===== src/hw/ipsc_map.svh =====
// Constants for the idle and operating-point controller.
`ifndef IPSC_MAP_SVH
`define IPSC_MAP_SVH
`define IPSC_CST_C0 3'h0
`define IPSC_CST_C1 3'h1
`define IPSC_CST_C3 3'h3
`define IPSC_CST_C6 3'h6
`define IPSC_CST_C7 3'h7
`define IPSC_RATIO_W 8
`define IPSC_VID_W 8
`define IPSC_RATIO_RST 8'h08
`define IPSC_VID_OFS 8'h10
`define IPSC_VID_HALF 4'h2
`define IPSC_LVL2_OFS 16'h0004
`define IPSC_LVL_BIAS 16'h0002
`define IPSC_LVL_C3 16'h0002
`define IPSC_LVL_C6 16'h0003
`endif


===== src/hw/ipsc_pkg.sv =====
// Types shared by the idle and operating-point controller.
`include "ipsc_map.svh"
package ipsc_pkg;
  typedef logic [2:0] ipsc_cst_t;
  typedef enum logic [2:0] {
    PS_IDLE = 3'b000,
    PS_VUP = 3'b001,
    PS_LOCKUP = 3'b010,
    PS_LOCKDN = 3'b011,
    PS_VDN = 3'b100
  } ipsc_pst_e;
  typedef enum logic [1:0] {
    VT_IDLE = 2'b00,
    VT_SHIFT = 2'b01,
    VT_WAIT = 2'b10
  } ipsc_vtx_e;
endpackage


===== src/hw/ipsc_vid_if.sv =====
// Handshake between the controller and the voltage-ID bus sender.
`timescale 1ns/100ps
`default_nettype none
interface ipsc_vid_if #(parameter int VW = 8);
  logic start;
  logic [VW-1:0] code;
  logic done;
  modport ctl (output start, output code, input done);
  modport phy (input start, input code, output done);
endinterface
`default_nettype wire


===== src/hw/ipsc_vid_tx.sv =====
// Serial sender of voltage targets to the external regulator.
`timescale 1ns/100ps
`default_nettype none
`include "ipsc_map.svh"
module ipsc_vid_tx
  import ipsc_pkg::*;
#(
  parameter int VW = `IPSC_VID_W
) (
  // Clock, reset and enable
  input wire logic core_clk_i,
  input wire logic arst_n_i,
  input wire logic ce_i,
  // Controller side
  ipsc_vid_if.phy vif,
  // Regulator pins
  output logic vid_clk_o,
  output logic vid_data_o,
  input wire logic vr_ack_pin_i
);
  typedef struct packed {
    ipsc_vtx_e vt;
    logic [7:0] bits;
    logic [3:0] half;
    logic [VW-1:0] sh;
    logic sclk;
    logic sdat;
    logic done;
    logic [2:0] ack_sync;
    logic ack;
  } ipsc_vtx_s;
  ipsc_vtx_s st;
  ipsc_vtx_s nx;

  if (VW < 1 || VW > 255) begin : g_chk
    $error("Voltage code width out of range.");
  end

  always_comb begin
    nx = st;
    nx.done = 1'b0;
    nx.ack_sync = {st.ack_sync[1:0], vr_ack_pin_i};
    if (st.ack_sync[1] == st.ack_sync[2]) begin
      nx.ack = st.ack_sync[2];
    end
    case (st.vt)
      VT_IDLE: begin
        if (vif.start) begin
          nx.vt = VT_SHIFT;
          nx.sh = vif.code;
          nx.bits = 8'(VW);
          nx.half = 4'h0;
          nx.sclk = 1'b0;
          nx.sdat = vif.code[VW-1];
        end
      end
      VT_SHIFT: begin
        nx.half = st.half + 4'h1;
        if (st.half == `IPSC_VID_HALF - 4'h1) begin
          nx.half = 4'h0;
          nx.sclk = ~st.sclk;
          if (st.sclk) begin
            nx.sh = st.sh << 1;
            nx.sdat = nx.sh[VW-1];
            nx.bits = st.bits - 8'h01;
            if (st.bits == 8'h01) begin
              nx.vt = VT_WAIT;
              nx.sdat = 1'b0;
            end
          end
        end
      end
      VT_WAIT: begin
        if (st.ack_sync[1] == st.ack_sync[2] && st.ack_sync[2] != st.ack) begin
          nx.done = 1'b1;
          nx.vt = VT_IDLE;
        end
      end
      default: nx.vt = VT_IDLE;
    endcase
  end

  always_ff @(posedge core_clk_i or negedge arst_n_i) begin
    if (!arst_n_i) begin
      st <= '0;
    end else if (ce_i) begin
      st <= nx;
    end
  end

  assign vif.done = st.done;
  assign vid_clk_o = st.sclk;
  assign vid_data_o = st.sdat;
endmodule
`default_nettype wire


===== src/hw/ipsc_top.sv =====
// Idle-state and operating-point controller for a multi-core processor.
`timescale 1ns/100ps
`default_nettype none
`include "ipsc_map.svh"
module ipsc_top
  import ipsc_pkg::*;
#(
  parameter int NUM_CORES = 2,
  parameter int RW = `IPSC_RATIO_W,
  parameter int VW = `IPSC_VID_W
) (
  // Clock, reset and enable
  input wire logic core_clk_i,
  input wire logic arst_n_i,
  input wire logic ce_i,
  // Operating-point requests and PLL
  input wire logic [NUM_CORES-1:0] pst_req_i,
  input wire logic [NUM_CORES*RW-1:0] pst_ratio_i,
  input wire logic pll_lock_pin_i,
  output logic pll_req_o,
  output logic [RW-1:0] pll_ratio_o,
  output logic [RW-1:0] cur_ratio_o,
  output logic pst_busy_o,
  // Voltage-ID bus
  output logic vid_clk_o,
  output logic vid_data_o,
  input wire logic vr_ack_pin_i,
  // Thread idle requests and wake events
  input wire logic [2*NUM_CORES-1:0] idle_req_i,
  input wire logic [2*NUM_CORES*3-1:0] idle_cst_i,
  input wire logic [2*NUM_CORES-1:0] idle_monitor_wait_instruction_i,
  input wire logic [2*NUM_CORES-1:0] idle_deep_i,
  input wire logic [2*NUM_CORES-1:0] irq_i,
  input wire logic [2*NUM_CORES-1:0] intr_en_flag_i,
  input wire logic [2*NUM_CORES-1:0] mon_hit_i,
  // Legacy idle-level reads
  input wire logic io_rd_i,
  input wire logic [$clog2(2*NUM_CORES)-1:0] io_thr_i,
  input wire logic [15:0] io_addr_i,
  input wire logic [15:0] ctl_blk_base_i,
  input wire logic [7:0] io_cap_range_i,
  input wire logic redirect_en_i,
  output logic io_pass_o,
  // Configuration
  input wire logic c1e_en_i,
  // Core power actions
  input wire logic [NUM_CORES-1:0] save_done_i,
  output logic [NUM_CORES*3-1:0] core_cst_o,
  output logic c1e_o,
  output logic [NUM_CORES-1:0] core_flush_o,
  output logic [NUM_CORES-1:0] core_clk_stop_o,
  output logic [NUM_CORES-1:0] core_save_o,
  output logic [NUM_CORES-1:0] core_pwr_off_o,
  output logic [NUM_CORES-1:0] core_restore_o,
  output logic [NUM_CORES-1:0] core_snoop_en_o,
  output logic [NUM_CORES-1:0] l3_flush_o,
  output logic [NUM_CORES-1:0] l3_flush_all_o
);
  localparam int NT = 2 * NUM_CORES;
  localparam int TW = $clog2(NT);
  typedef struct packed {
    ipsc_pst_e pst;
    logic busy;
    logic [RW-1:0] cur_ratio;
    logic [RW-1:0] tgt_ratio;
    logic [NUM_CORES-1:0][RW-1:0] core_req;
    logic vid_start;
    logic [VW-1:0] vid_code;
    logic pll_req;
    logic [2:0] lk_sync;
    logic lk;
    logic [NT-1:0][2:0] thr;
    logic [NT-1:0] thr_mw;
    logic [NT-1:0] thr_brk;
    logic [NT-1:0] thr_deep;
    logic [NUM_CORES-1:0][2:0] core_prev;
    logic [NUM_CORES-1:0] flush;
    logic [NUM_CORES-1:0] clkstop;
    logic [NUM_CORES-1:0] save;
    logic [NUM_CORES-1:0] pwroff;
    logic [NUM_CORES-1:0] restore;
    logic [NUM_CORES-1:0] snoop_en;
    logic [NUM_CORES-1:0] l3f;
    logic [NUM_CORES-1:0] l3all;
    logic c1e;
    logic io_pass;
  } ipsc_st_s;
  ipsc_st_s st, nx;
  logic [NUM_CORES-1:0][2:0] core_res;
  logic [NUM_CORES-1:0] core_deep;
  logic [NT-1:0] wake;
  logic all_c1, all_c7, prev_c7;
  logic io_hit;
  logic [15:0] io_ofs, io_lvl;
  ipsc_cst_t io_cst;
  logic [RW-1:0] best;
  logic any_act;
  ipsc_vid_if #(.VW(VW)) vif ();
  if (NUM_CORES < 1 || RW < 1 || VW < RW) begin : g_chk
    $error("Unsupported core count or code width.");
  end
  ipsc_vid_tx #(.VW(VW)) u_vid (
    .core_clk_i(core_clk_i),
    .arst_n_i(arst_n_i),
    .ce_i(ce_i),
    .vif(vif.phy),
    .vid_clk_o(vid_clk_o),
    .vid_data_o(vid_data_o),
    .vr_ack_pin_i(vr_ack_pin_i)
  );
  for (genvar t = 0; t < NT; t++) begin : g_thr
    assign wake[t] = (irq_i[t] && (intr_en_flag_i[t] || st.thr_brk[t]))
      || (mon_hit_i[t] && st.thr_mw[t]);

  end
  for (genvar c = 0; c < NUM_CORES; c++) begin : g_core
    assign core_res[c] = (st.thr[2*c] < st.thr[2*c+1]) ?
      st.thr[2*c] : st.thr[2*c+1];
    assign core_deep[c] = st.thr_deep[2*c] | st.thr_deep[2*c+1];

  end
  always_comb begin
    all_c1 = 1'b1;
    all_c7 = 1'b1;
    prev_c7 = 1'b1;
    best = st.cur_ratio;
    any_act = 1'b0;
    for (int c = 0; c < NUM_CORES; c++) begin
      all_c1 = all_c1 && (core_res[c] >= `IPSC_CST_C1);
      all_c7 = all_c7 && (core_res[c] == `IPSC_CST_C7);
      prev_c7 = prev_c7 && (st.core_prev[c] == `IPSC_CST_C7);
      if (core_res[c] == `IPSC_CST_C0 &&
          (!any_act || st.core_req[c] > best)) begin
        best = st.core_req[c];
        any_act = 1'b1;
      end
    end
  end

  always_comb begin
    nx = st;
    nx.vid_start = 1'b0;
    io_ofs = io_addr_i - ctl_blk_base_i;
    io_lvl = io_ofs - `IPSC_LVL_BIAS;
    io_hit = io_rd_i && redirect_en_i && (io_ofs >= `IPSC_LVL2_OFS)
      && (io_lvl <= {8'h00, io_cap_range_i});
    io_cst = (io_lvl == `IPSC_LVL_C3) ? `IPSC_CST_C3 :
      (io_lvl == `IPSC_LVL_C6) ? `IPSC_CST_C6 : `IPSC_CST_C7;
    nx.io_pass = io_rd_i && !io_hit;
    nx.lk_sync = {st.lk_sync[1:0], pll_lock_pin_i};
    if (st.lk_sync[1] == st.lk_sync[2]) begin
      nx.lk = st.lk_sync[2];
    end
    for (int t = 0; t < NT; t++) begin
      if (st.thr[t] != `IPSC_CST_C0) begin
        if (wake[t]) begin
          nx.thr[t] = `IPSC_CST_C0;
          nx.thr_brk[t] = 1'b0;
          nx.thr_deep[t] = 1'b0;
        end
      end else if (io_hit && io_thr_i == TW'(t)) begin
        nx.thr[t] = io_cst;
        nx.thr_mw[t] = 1'b1;
        nx.thr_brk[t] = 1'b1;
        nx.thr_deep[t] = 1'b0;
      end else if (idle_req_i[t]) begin
        nx.thr[t] = idle_cst_i[t*3 +: 3];
        nx.thr_mw[t] = idle_monitor_wait_instruction_i[t];
        nx.thr_brk[t] = 1'b0;
        nx.thr_deep[t] = idle_deep_i[t]
          && idle_cst_i[t*3 +: 3] == `IPSC_CST_C7;
      end
    end
    for (int c = 0; c < NUM_CORES; c++) begin
      if (pst_req_i[c]) begin
        nx.core_req[c] = pst_ratio_i[c*RW +: RW];
      end
      nx.core_prev[c] = core_res[c];
      nx.snoop_en[c] = core_res[c] <= `IPSC_CST_C1;
      nx.flush[c] = core_res[c] >= `IPSC_CST_C3
        && st.core_prev[c] < `IPSC_CST_C3;
      nx.clkstop[c] = core_res[c] >= `IPSC_CST_C3
        && (st.clkstop[c] || st.flush[c]);
      nx.save[c] = core_res[c] >= `IPSC_CST_C6
        && st.core_prev[c] < `IPSC_CST_C6;
      nx.pwroff[c] = core_res[c] >= `IPSC_CST_C6
        && (st.pwroff[c] || save_done_i[c]);
      nx.restore[c] = st.pwroff[c] && core_res[c] < `IPSC_CST_C6;
      nx.l3f[c] = all_c7 && !prev_c7
        && st.core_prev[c] != `IPSC_CST_C7;
      nx.l3all[c] = nx.l3f[c] && core_deep[c];
    end
    nx.c1e = c1e_en_i && all_c1;
    case (st.pst)
      PS_IDLE: begin
        if (best > st.cur_ratio) begin
          nx.tgt_ratio = best;
          nx.vid_start = 1'b1;
          nx.vid_code = VW'(best) + `IPSC_VID_OFS;
          nx.pst = PS_VUP;
        end else if (best < st.cur_ratio) begin
          nx.tgt_ratio = best;
          nx.pst = PS_LOCKDN;
        end
      end
      PS_VUP: begin
        if (vif.done) begin
          nx.pst = PS_LOCKUP;
        end
      end
      PS_LOCKUP, PS_LOCKDN: begin
        if (!st.pll_req && !st.lk) begin
          nx.pll_req = 1'b1;
        end else if (st.pll_req && st.lk) begin
          nx.pll_req = 1'b0;
          nx.cur_ratio = st.tgt_ratio;
          nx.pst = PS_IDLE;
          if (st.pst == PS_LOCKDN) begin
            nx.vid_start = 1'b1;
            nx.vid_code = VW'(st.tgt_ratio) + `IPSC_VID_OFS;
            nx.pst = PS_VDN;
          end
        end
      end
      PS_VDN: begin
        if (vif.done) begin
          nx.pst = PS_IDLE;
        end
      end
      default: nx.pst = PS_IDLE;
    endcase
    nx.busy = nx.pst != PS_IDLE;
  end
  always_ff @(posedge core_clk_i or negedge arst_n_i) begin
    if (!arst_n_i) begin
      st <= '0;
      st.cur_ratio <= RW'(`IPSC_RATIO_RST);
      st.tgt_ratio <= RW'(`IPSC_RATIO_RST);
      st.core_req <= {NUM_CORES{RW'(`IPSC_RATIO_RST)}};
      st.snoop_en <= '1;
    end else if (ce_i) begin
      st <= nx;
    end
  end
  assign vif.start = st.vid_start;
  assign vif.code = st.vid_code;
  assign pll_req_o = st.pll_req;
  assign pll_ratio_o = st.tgt_ratio;
  assign cur_ratio_o = st.cur_ratio;
  assign pst_busy_o = st.busy;
  assign io_pass_o = st.io_pass;
  assign core_cst_o = st.core_prev;
  assign c1e_o = st.c1e;
  assign core_flush_o = st.flush;
  assign core_clk_stop_o = st.clkstop;
  assign core_save_o = st.save;
  assign core_pwr_off_o = st.pwroff;
  assign core_restore_o = st.restore;
  assign core_snoop_en_o = st.snoop_en;
  assign l3_flush_o = st.l3f;
  assign l3_flush_all_o = st.l3all;
endmodule
`default_nettype wire


===== config.mk =====
export PLATFORM = sky130hd
export DESIGN_NAME = ipsc_top
export DESIGN_NICKNAME = d
export VERILOG_FILES = /design/src/hw/ipsc_pkg.sv /design/src/hw/ipsc_vid_if.sv /design/src/hw/ipsc_vid_tx.sv /design/src/hw/ipsc_top.sv
export VERILOG_INCLUDE_DIRS = /design/src /design/src/hw
export SDC_FILE = /design/constraint.sdc
export NUM_CORES = 1
export LEC_CHECK = 0
export ABC_CLOCK_PERIOD_IN_PS = 7700
export BUFFER_PORTS_ARGS = -buffer_cell sky130_fd_sc_hd__buf_2
export CAP_MARGIN = 5
export CELL_PAD_IN_SITES_DETAIL_PLACEMENT = 1
export CELL_PAD_IN_SITES_GLOBAL_PLACEMENT = 2
export CORE_ASPECT_RATIO = 1.1
export CORE_MARGIN = 2
export CORE_UTILIZATION = 35
export DETAILED_ROUTE_END_ITERATION = 8
export PLACE_DENSITY = 0.81
export SYNTH_ARGS = -nofsm -noshare
export SYNTH_HDL_FRONTEND = slang
export SYNTH_HIERARCHICAL = 1
export SYNTH_SLANG_ARGS = --single-unit

===== constraint.sdc =====
create_clock -name core_clk_i -period 7.7 [get_ports core_clk_i]
set_clock_uncertainty 0.2 [all_clocks]
set_input_delay 0.77 -clock core_clk_i [delete_from_list [all_inputs] [get_ports core_clk_i]]
set_output_delay 0.77 -clock core_clk_i [all_outputs]
set_load 0.05 [all_outputs]

==> results.toml, run 1 <==
[route]
wl_per_cell_um = 17.29
routed_wl_mm = 23.63
drc = 0
ant_nets = 0
dr.pass1.iters = 4
via_per_inst = 5.317
drtIter0Drc = 307
vias = 7269

[logic_synthesis]
synthesis.nets = 1102
ys_seq_elements = 126
synthXorXnorAreaFrac_pct = 2.226
async_flop_share_pct = 100.0
synth_compound_area_share_pct = 18.79
synthMuxAreaShare_pct = 7.807
synth_top_area_share_pct = 34.70
syn_area_um2 = 8655
synth_fa_ha_area_share_pct = 8.038
avgSynthCellArea_um2 = 9.197
synthTopCellsByArea = "dfrtp_1 (35%), ha_1 (7.8%), mux2_2 (5.7%)"
ys_types = 88
yosysTopAreaCell = "dfrtp_1"
syn_inst = 941
ys_seq_area_share_pct = 36.52
synth_edf_count = 0
synth_simple_gate_area_share_pct = 18.32
yosys_warnings = 6
yosys_most_used_dff = "dfrtp_1"
synth_top_family_by_area = "compound AO/OA/AOI/OAI gates"

[worst_setup_path]
cp-start-kind = "flop"
cp_top_family = "compound AO/OA/AOI/OAI gates"
crit_buf_inv = 1
path_common_cell = "o21a_1"
worstPathArrival_ns = 7.16
r2r_end = "vif.code[4]$_DFFE_PN0P_"
r2r-start = "st[37]$_DFFE_PN0P_"
critPathMaxFanout = 16
worstRegToRegCells = 28
worst-setup-path-type = "reg2reg"
r2r_setup_slack_ns = 0.65
critPathLaunch = "st[37]$_DFFE_PN0P_"
endpoint_kind = "flop"
worstSetupPathDepth = 28
endpoint = "vif.code[4]$_DFFE_PN0P_"
crit_slowest_cell = "mux2i_1"
cp_data_required_time_ns = 7.81
cpPeakStageDelay_ns = 0.44

[floorplanning]
floorplan.initialDensity_pct = 35.47
die-width_um = 153.9
dieHeight_um = 168.9
rows = 60
ioPinCount = 150
die_area_um2 = 26000
design.core.area_um2 = 24400

[layout]
antenna_cells = 0
syn_to_final_growth_pct = 15.96
drive_gt1_share_pct = 24.60
utilization_pct = 41.13
nets = 1205

[sta]
fin_setup_tns_ns = 0
tightest_slew_ns = 1.003
fin_crit_ns = 7.051
slew_headroom_pct = 32.92
finalHoldViolCount = 0
rsz0062_at_grt = "no"
finalCritPeriodShare_pct = 91.57
setup_viol = 0
drv_slew = 0
max_freq_mhz = 141.8

[clock_tree]
postCtsSetupBuffers = 0
holdBufCountCts = 0
insertion_delay_ns = 0.42
htree_num_levels = 4
cts_buffers = 17
cts.path.max_buffers = 2
cts_tree = "done"
cts_root_buffer = "clkbuf_16"
post_cts_resized = 0
cts.clk_slew.worst_paths_ns = 0.06
clkSinkCount = 126

[power_and_ir_drop]
vdd_drop_max_v = 0.0001428
power_density_nw_per_um2 = 387.3
total_power_uw = 3887
leakagePower_uw = 0.004719

[placed_design]
hpwl_mm = 18.01
globalplace.congestion = 0.7951
port_buffers = 149

[global_routing]
grt_pass1_vias = 7749
grt_usage_pct = 18.90
grt_pass1_wl_mm = 39.74
antenna_found_initial = 0
grt_max_degree = 71
overflow = 0

[run]
max_cap_viol_count = 0

[worst_hold_path]
hold_path_class = "in2async"

[outcome]
status = "complete, no violations"
==> kinds of logic (layout without fill, tap and decap cells) <==
family / count (synthesis) / count (layout)
AO/OA/AOI/OAI: 243 / 243
buffers and inverters: 144 / 260
multiplexers: 62 / 62
adder cells (fa/ha/maj): 55 / 55
flip-flops: 126 / 126
AND/OR/NAND/NOR: 289 / 289
XOR/XNOR: 22 / 22
==> metal layers <==
metal  up-vias  part of all wire [%]  track usage (%)
met5         -                     0                0
met1      3580                    45            23.32
met4         0                   1.2            4.632
li1       3549                     -                -
met3        19                   2.8            2.842
met2       121                    51            34.63
==> cells in the final DEF, fill, tap and decap left out, types with 7 or more instances in the layout <==
| cell | count |
|---|---|
| and3_1 | 7 |
| nand4_1 | 11 |
| o21a_1 | 12 |
| buf_2 | 148 |
| mux2_2 | 44 |
| a22o_1 | 8 |
| and2_1 | 7 |
| nor2b_1 | 11 |
| xnor2_1 | 11 |
| nand3_1 | 23 |
| nor3_1 | 22 |
| nand2b_1 | 13 |
| a21oi_1 | 58 |
| nand2_1 | 79 |
| o21ai_0 | 72 |
| ha_1 | 54 |
| xor2_1 | 11 |
| inv_1 | 74 |
| a21o_1 | 14 |
| nor2_1 | 56 |
| a22oi_1 | 13 |
| dfrtp_1 | 120 |
| clkbuf_16 | 17 |
| mux2i_1 | 18 |
==> cells in the mapped netlist (4+ instances only) <==
cell and number:
and2_1 7, buf_4 40, a21oi_1 58, nand4b_1 5
nand2b_1 13, xor2_1 11, nand4_1 11, a22o_1 8
o211ai_1 4, nor3_1 22, or3_1 6, ha_1 54
nor2_1 56, dfstp_2 6, mux2i_1 18, nor2b_1 11
nor4_1 6, nand3b_1 5, a21o_1 14, and3_1 7
or2_2 4, dfrtp_1 120, a31oi_1 4, xnor2_1 11
nor4_4 4, nand2_1 79, clkbuf_1 21, nor3b_1 4
o21ai_0 72, o21a_1 12, inv_1 74, o31a_1 4
o2bb2ai_1 6, a22oi_1 13, mux2_2 44, nand3_1 23
or4_1 4
==> how the worst min path moves through the flow <==
stage / start / end / slack [ns] / cells after the start
5_1_grt: u_vid/st[26]$_DFFE_PN0P_ / u_vid/st[26]$_DFFE_PN0P_ / 0.30 / 1
3_3_place_gp: u_vid/st[25]$_DFFE_PN0P_ / u_vid/st[25]$_DFFE_PN0P_ / 0.26 / 1
4_1_cts: u_vid/st[25]$_DFFE_PN0P_ / u_vid/st[25]$_DFFE_PN0P_ / 0.28 / 1
3_5_place_dp: u_vid/st[25]$_DFFE_PN0P_ / u_vid/st[25]$_DFFE_PN0P_ / 0.27 / 1
6_report: arst_n_i / st[63]$_DFFE_PN0P_ / 0.26 / 1
2_1_floorplan: u_vid/st[25]$_DFFE_PN0P_ / u_vid/st[25]$_DFFE_PN0P_ / 0.24 / 1
==> per-stage QoR <==
step / std cells / cell area (µm²) / setup slack, ns / hold WS (ns)
finish: 1367 / 10040 / 0.6488 / 0.2640
global route: 1367 / 10040 / 0.1033 / 0.2988
CTS: 1367 / 10040 / 0.5397 / 0.2794
detailed placement: 1335 / 9388 / 0.7033 / 0.2703
global placement: 1335 / 9388 / 0.9269 / 0.2609
floorplan: 941 / 8655 / 1.325 / 0.2425
==> layout make-up <==
class / count / area, µm²
clock inverters: 10 / 183.9
inverters: 74 / 277.8
clock buffers: 22 / 464.2
well taps: 310 / 387.9
fillers: 2830 / 14360
flip-flops and latches: 126 / 3161
multi-input cells: 671 / 4776
repair buffers: 154 / 785.8
==> power by group <==
group          leakage [µW]  internal (µW)  switching, µW
Clock              0.000311            592            306
Sequential          0.00158            871            214
Combinational       0.00283            715           1190
Total               0.00472           2180           1710
==> sequential cells by signal (all words and copies together), names as in the netlist, 6 cells and up <==
| name | flops |
|---|---|
| pll_ratio_o | 8 |
| vif.code | 8 |
| core_cst_o | 6 |
| st | 45 |
| u_vid/st | 23 |
| cur_ratio_o | 8 |
(Power assumes the default switching activity.)
==> run 2, diff against run 1 <==
--- a/config.mk
+++ b/config.mk
@@ -11,8 +11,6 @@
 export CAP_MARGIN = 5
 export CELL_PAD_IN_SITES_DETAIL_PLACEMENT = 1
 export CELL_PAD_IN_SITES_GLOBAL_PLACEMENT = 2
-export CORE_ASPECT_RATIO = 1.1
-export CORE_MARGIN = 2
 export CORE_UTILIZATION = 35
 export DETAILED_ROUTE_END_ITERATION = 8
 export PLACE_DENSITY = 0.81
==> run 2 against run 1 <==
Against the previous run:
- hold slack worse by 0.061 ns
- combinational power about the same
- critical endpoint unchanged
- global-route usage down 0.14 points
- sequential power about the same
- first-iteration DRC count down 22%
- fmax up 5.5%
- design area about the same
- largest cell class unchanged
- critical path depth up 1
- utilization up 0.17 points
- count of clock-buffer cells in the layout down 1
- clock power down 2%
- non-clock buffer count unchanged
==> results.toml, run 2 (same netlist as run 1, synthesis figures left out) <==
[clock_tree]
postCtsSetupBuffers = 0
cts.clk_slew.worst_paths_ns = 0.06
insertion_delay_ns = 0.42
cts.path.max_buffers = 2
htree_num_levels = 4
holdBufCountCts = 0
cts_root_buffer = "clkbuf_16"
cts_buffers = 17
post_cts_resized = 0
cts_tree = "done"
clkSinkCount = 126

[sta]
slew_headroom_pct = 33.44
rsz0062_at_grt = "no"
finalHoldViolCount = 0
fin_crit_ns = 6.681
drv_slew = 0
setup_viol = 0
timing.hold.ws_ns = 0.2033
max_freq_mhz = 149.7
finalCritPeriodShare_pct = 86.77
tightest_slew_ns = 0.9952
fin_setup_tns_ns = 0

[route]
ant_nets = 0
routed_wl_mm = 22.91
via_per_inst = 5.245
wl_per_cell_um = 16.59
vias = 7244
dr.pass1.iters = 4
drc = 0
dr_wl_met3_um = 831
wl_met2_mm = 11.30
drtIter0Drc = 239
top_layer = "met4"
wl_met1_mm = 10.57

[layout]
final_common_cell = "buf_2"
utilization_pct = 41.30
antenna_cells = 0
top_regs = "st (45), u_vid/st (23)"
stdcell_area_um2 = 10040
top_register = "st"
syn_to_final_growth_pct = 16.06
nets = 1205
largest_register_ffs = 45
mostFrequentLayoutCells = "buf_2 (148), dfrtp_1 (120), nand2_1 (79)"
drive_gt1_share_pct = 24.60
n_fill_cell = 2869

[power_and_ir_drop]
p_seq_share_pct = 28.1
pwr-share-clk_pct = 22.8
vdd_drop_max_v = 0.0002285
leakagePower_uw = 0.004715
pwr-share-comb_pct = 49.0
p_sw_uw = 1689
total_power_uw = 3855
power_density_nw_per_um2 = 383.7
switching_share_pct = 43.81
internal-power_uw = 2166

[global_routing]
grt_usage_pct = 18.75
overflow = 0
antenna_found_initial = 0
grt_max_degree = 74
grt_pass1_wl_mm = 38.23
grt_pass1_vias = 7447

[floorplanning]
dieHeight_um = 159.3
die-width_um = 159.3
rows = 57
floorplan.initialDensity_pct = 35.59
ioPinCount = 150
die_area_um2 = 25360
design.core.area_um2 = 24320

[worst_hold_path]
hold_path_class = "in2async"

[worst_setup_path]
cp-start-kind = "flop"
crit_slowest_cell = "mux2i_1"
cpPeakStageDelay_ns = 0.42
path_common_cell = "o21a_1"
cp_data_required_time_ns = 7.81
endpoint_kind = "flop"
worst-setup-path-type = "reg2reg"
worstPathArrival_ns = 6.79
critPathMaxFanout = 16

[placed_design]
globalplace.congestion = 0.7789
port_buffers = 149
hpwl_mm = 17.43
dpl_cell_area_um2 = 9405

[run]
max_cap_viol_count = 0

[outcome]
status = "complete, no violations"
==> run 2: cell types whose count changed in the layout (fill, tap and decap cells not counted), sizes merged <==
cell,before,now
clkinv,2,4
clkbuf,22,21
inv,75,74
==> run 2: metal layers <==
layer  vias up  GRT usage (%)
met4         0          4.458
met1      3553          24.09
met3        18          4.194
met5         -              0
met2       135          31.94
li1       3538              -
==> run 2: worst paths after layout <==
check,startpoint,end,slack [ns],cells after the start
max,st[37]$_DFFE_PN0P_,vif.code[4]$_DFFE_PN0P_,1.02,29
min,arst_n_i,st[71]$_DFFE_PN0P_,0.20,1
max reg2reg,st[37]$_DFFE_PN0P_,vif.code[4]$_DFFE_PN0P_,1.02,29
min reg2reg,core_save_o[0]$_DFFE_PN0P_,core_save_o[0]$_DFFE_PN0P_,0.28,1
max in group asynchronous,arst_n_i,core_pwr_off_o[0]$_DFFE_PN0P_,5.69,2
min in group core_clk_i,core_save_o[0]$_DFFE_PN0P_,core_save_o[0]$_DFFE_PN0P_,0.28,1
==> run 2: power groups by stage <==
stage          sequential (µW)  clock (µW)  combinational (µW)
6_report                  1080         880                1890
4_1_cts                   1090         903                1910
3_3_place_gp              1090           0                1840
3_5_place_dp              1100           0                1890
5_1_grt                   1120         930                2110
2_1_floorplan             1050           0                1490
==> run 2: critical path: cells and delay by family, from the launching register on <==
family                     cells  cell delay (ns)
and+or+nand+nor                6             0.98
adders and majority gates      3             0.90
buffers and inverters          2             0.43
DFF                            1             0.41
muxes                          3             1.03
AOI/OAI and AO/OA             15             2.61
==> run 2: stage by stage <==
step                      std cells  setup WS [ns]
after floorplan                 941          1.325
after global placement         1349          1.219
after detailed placement       1349          1.019
after CTS                      1381         0.9985
after global routing           1381         0.3963
final                          1381          1.019
==> run 2: layout make-up <==
| type | instances | area [µm²] | share of cell area (%) |
|---|---|---|---|
| Sequential cell | 126 | 3161 | 31.46 |
| Multi-Input combinational cell | 671 | 4776 | 47.55 |
| Timing Repair Buffer | 154 | 785.8 | 7.823 |
| Tap cell | 324 | 405.4 | 4.036 |
| Inverter | 74 | 277.8 | 2.765 |
| Clock inverter | 11 | 188.9 | 1.881 |
| Clock buffer | 21 | 450.4 | 4.484 |
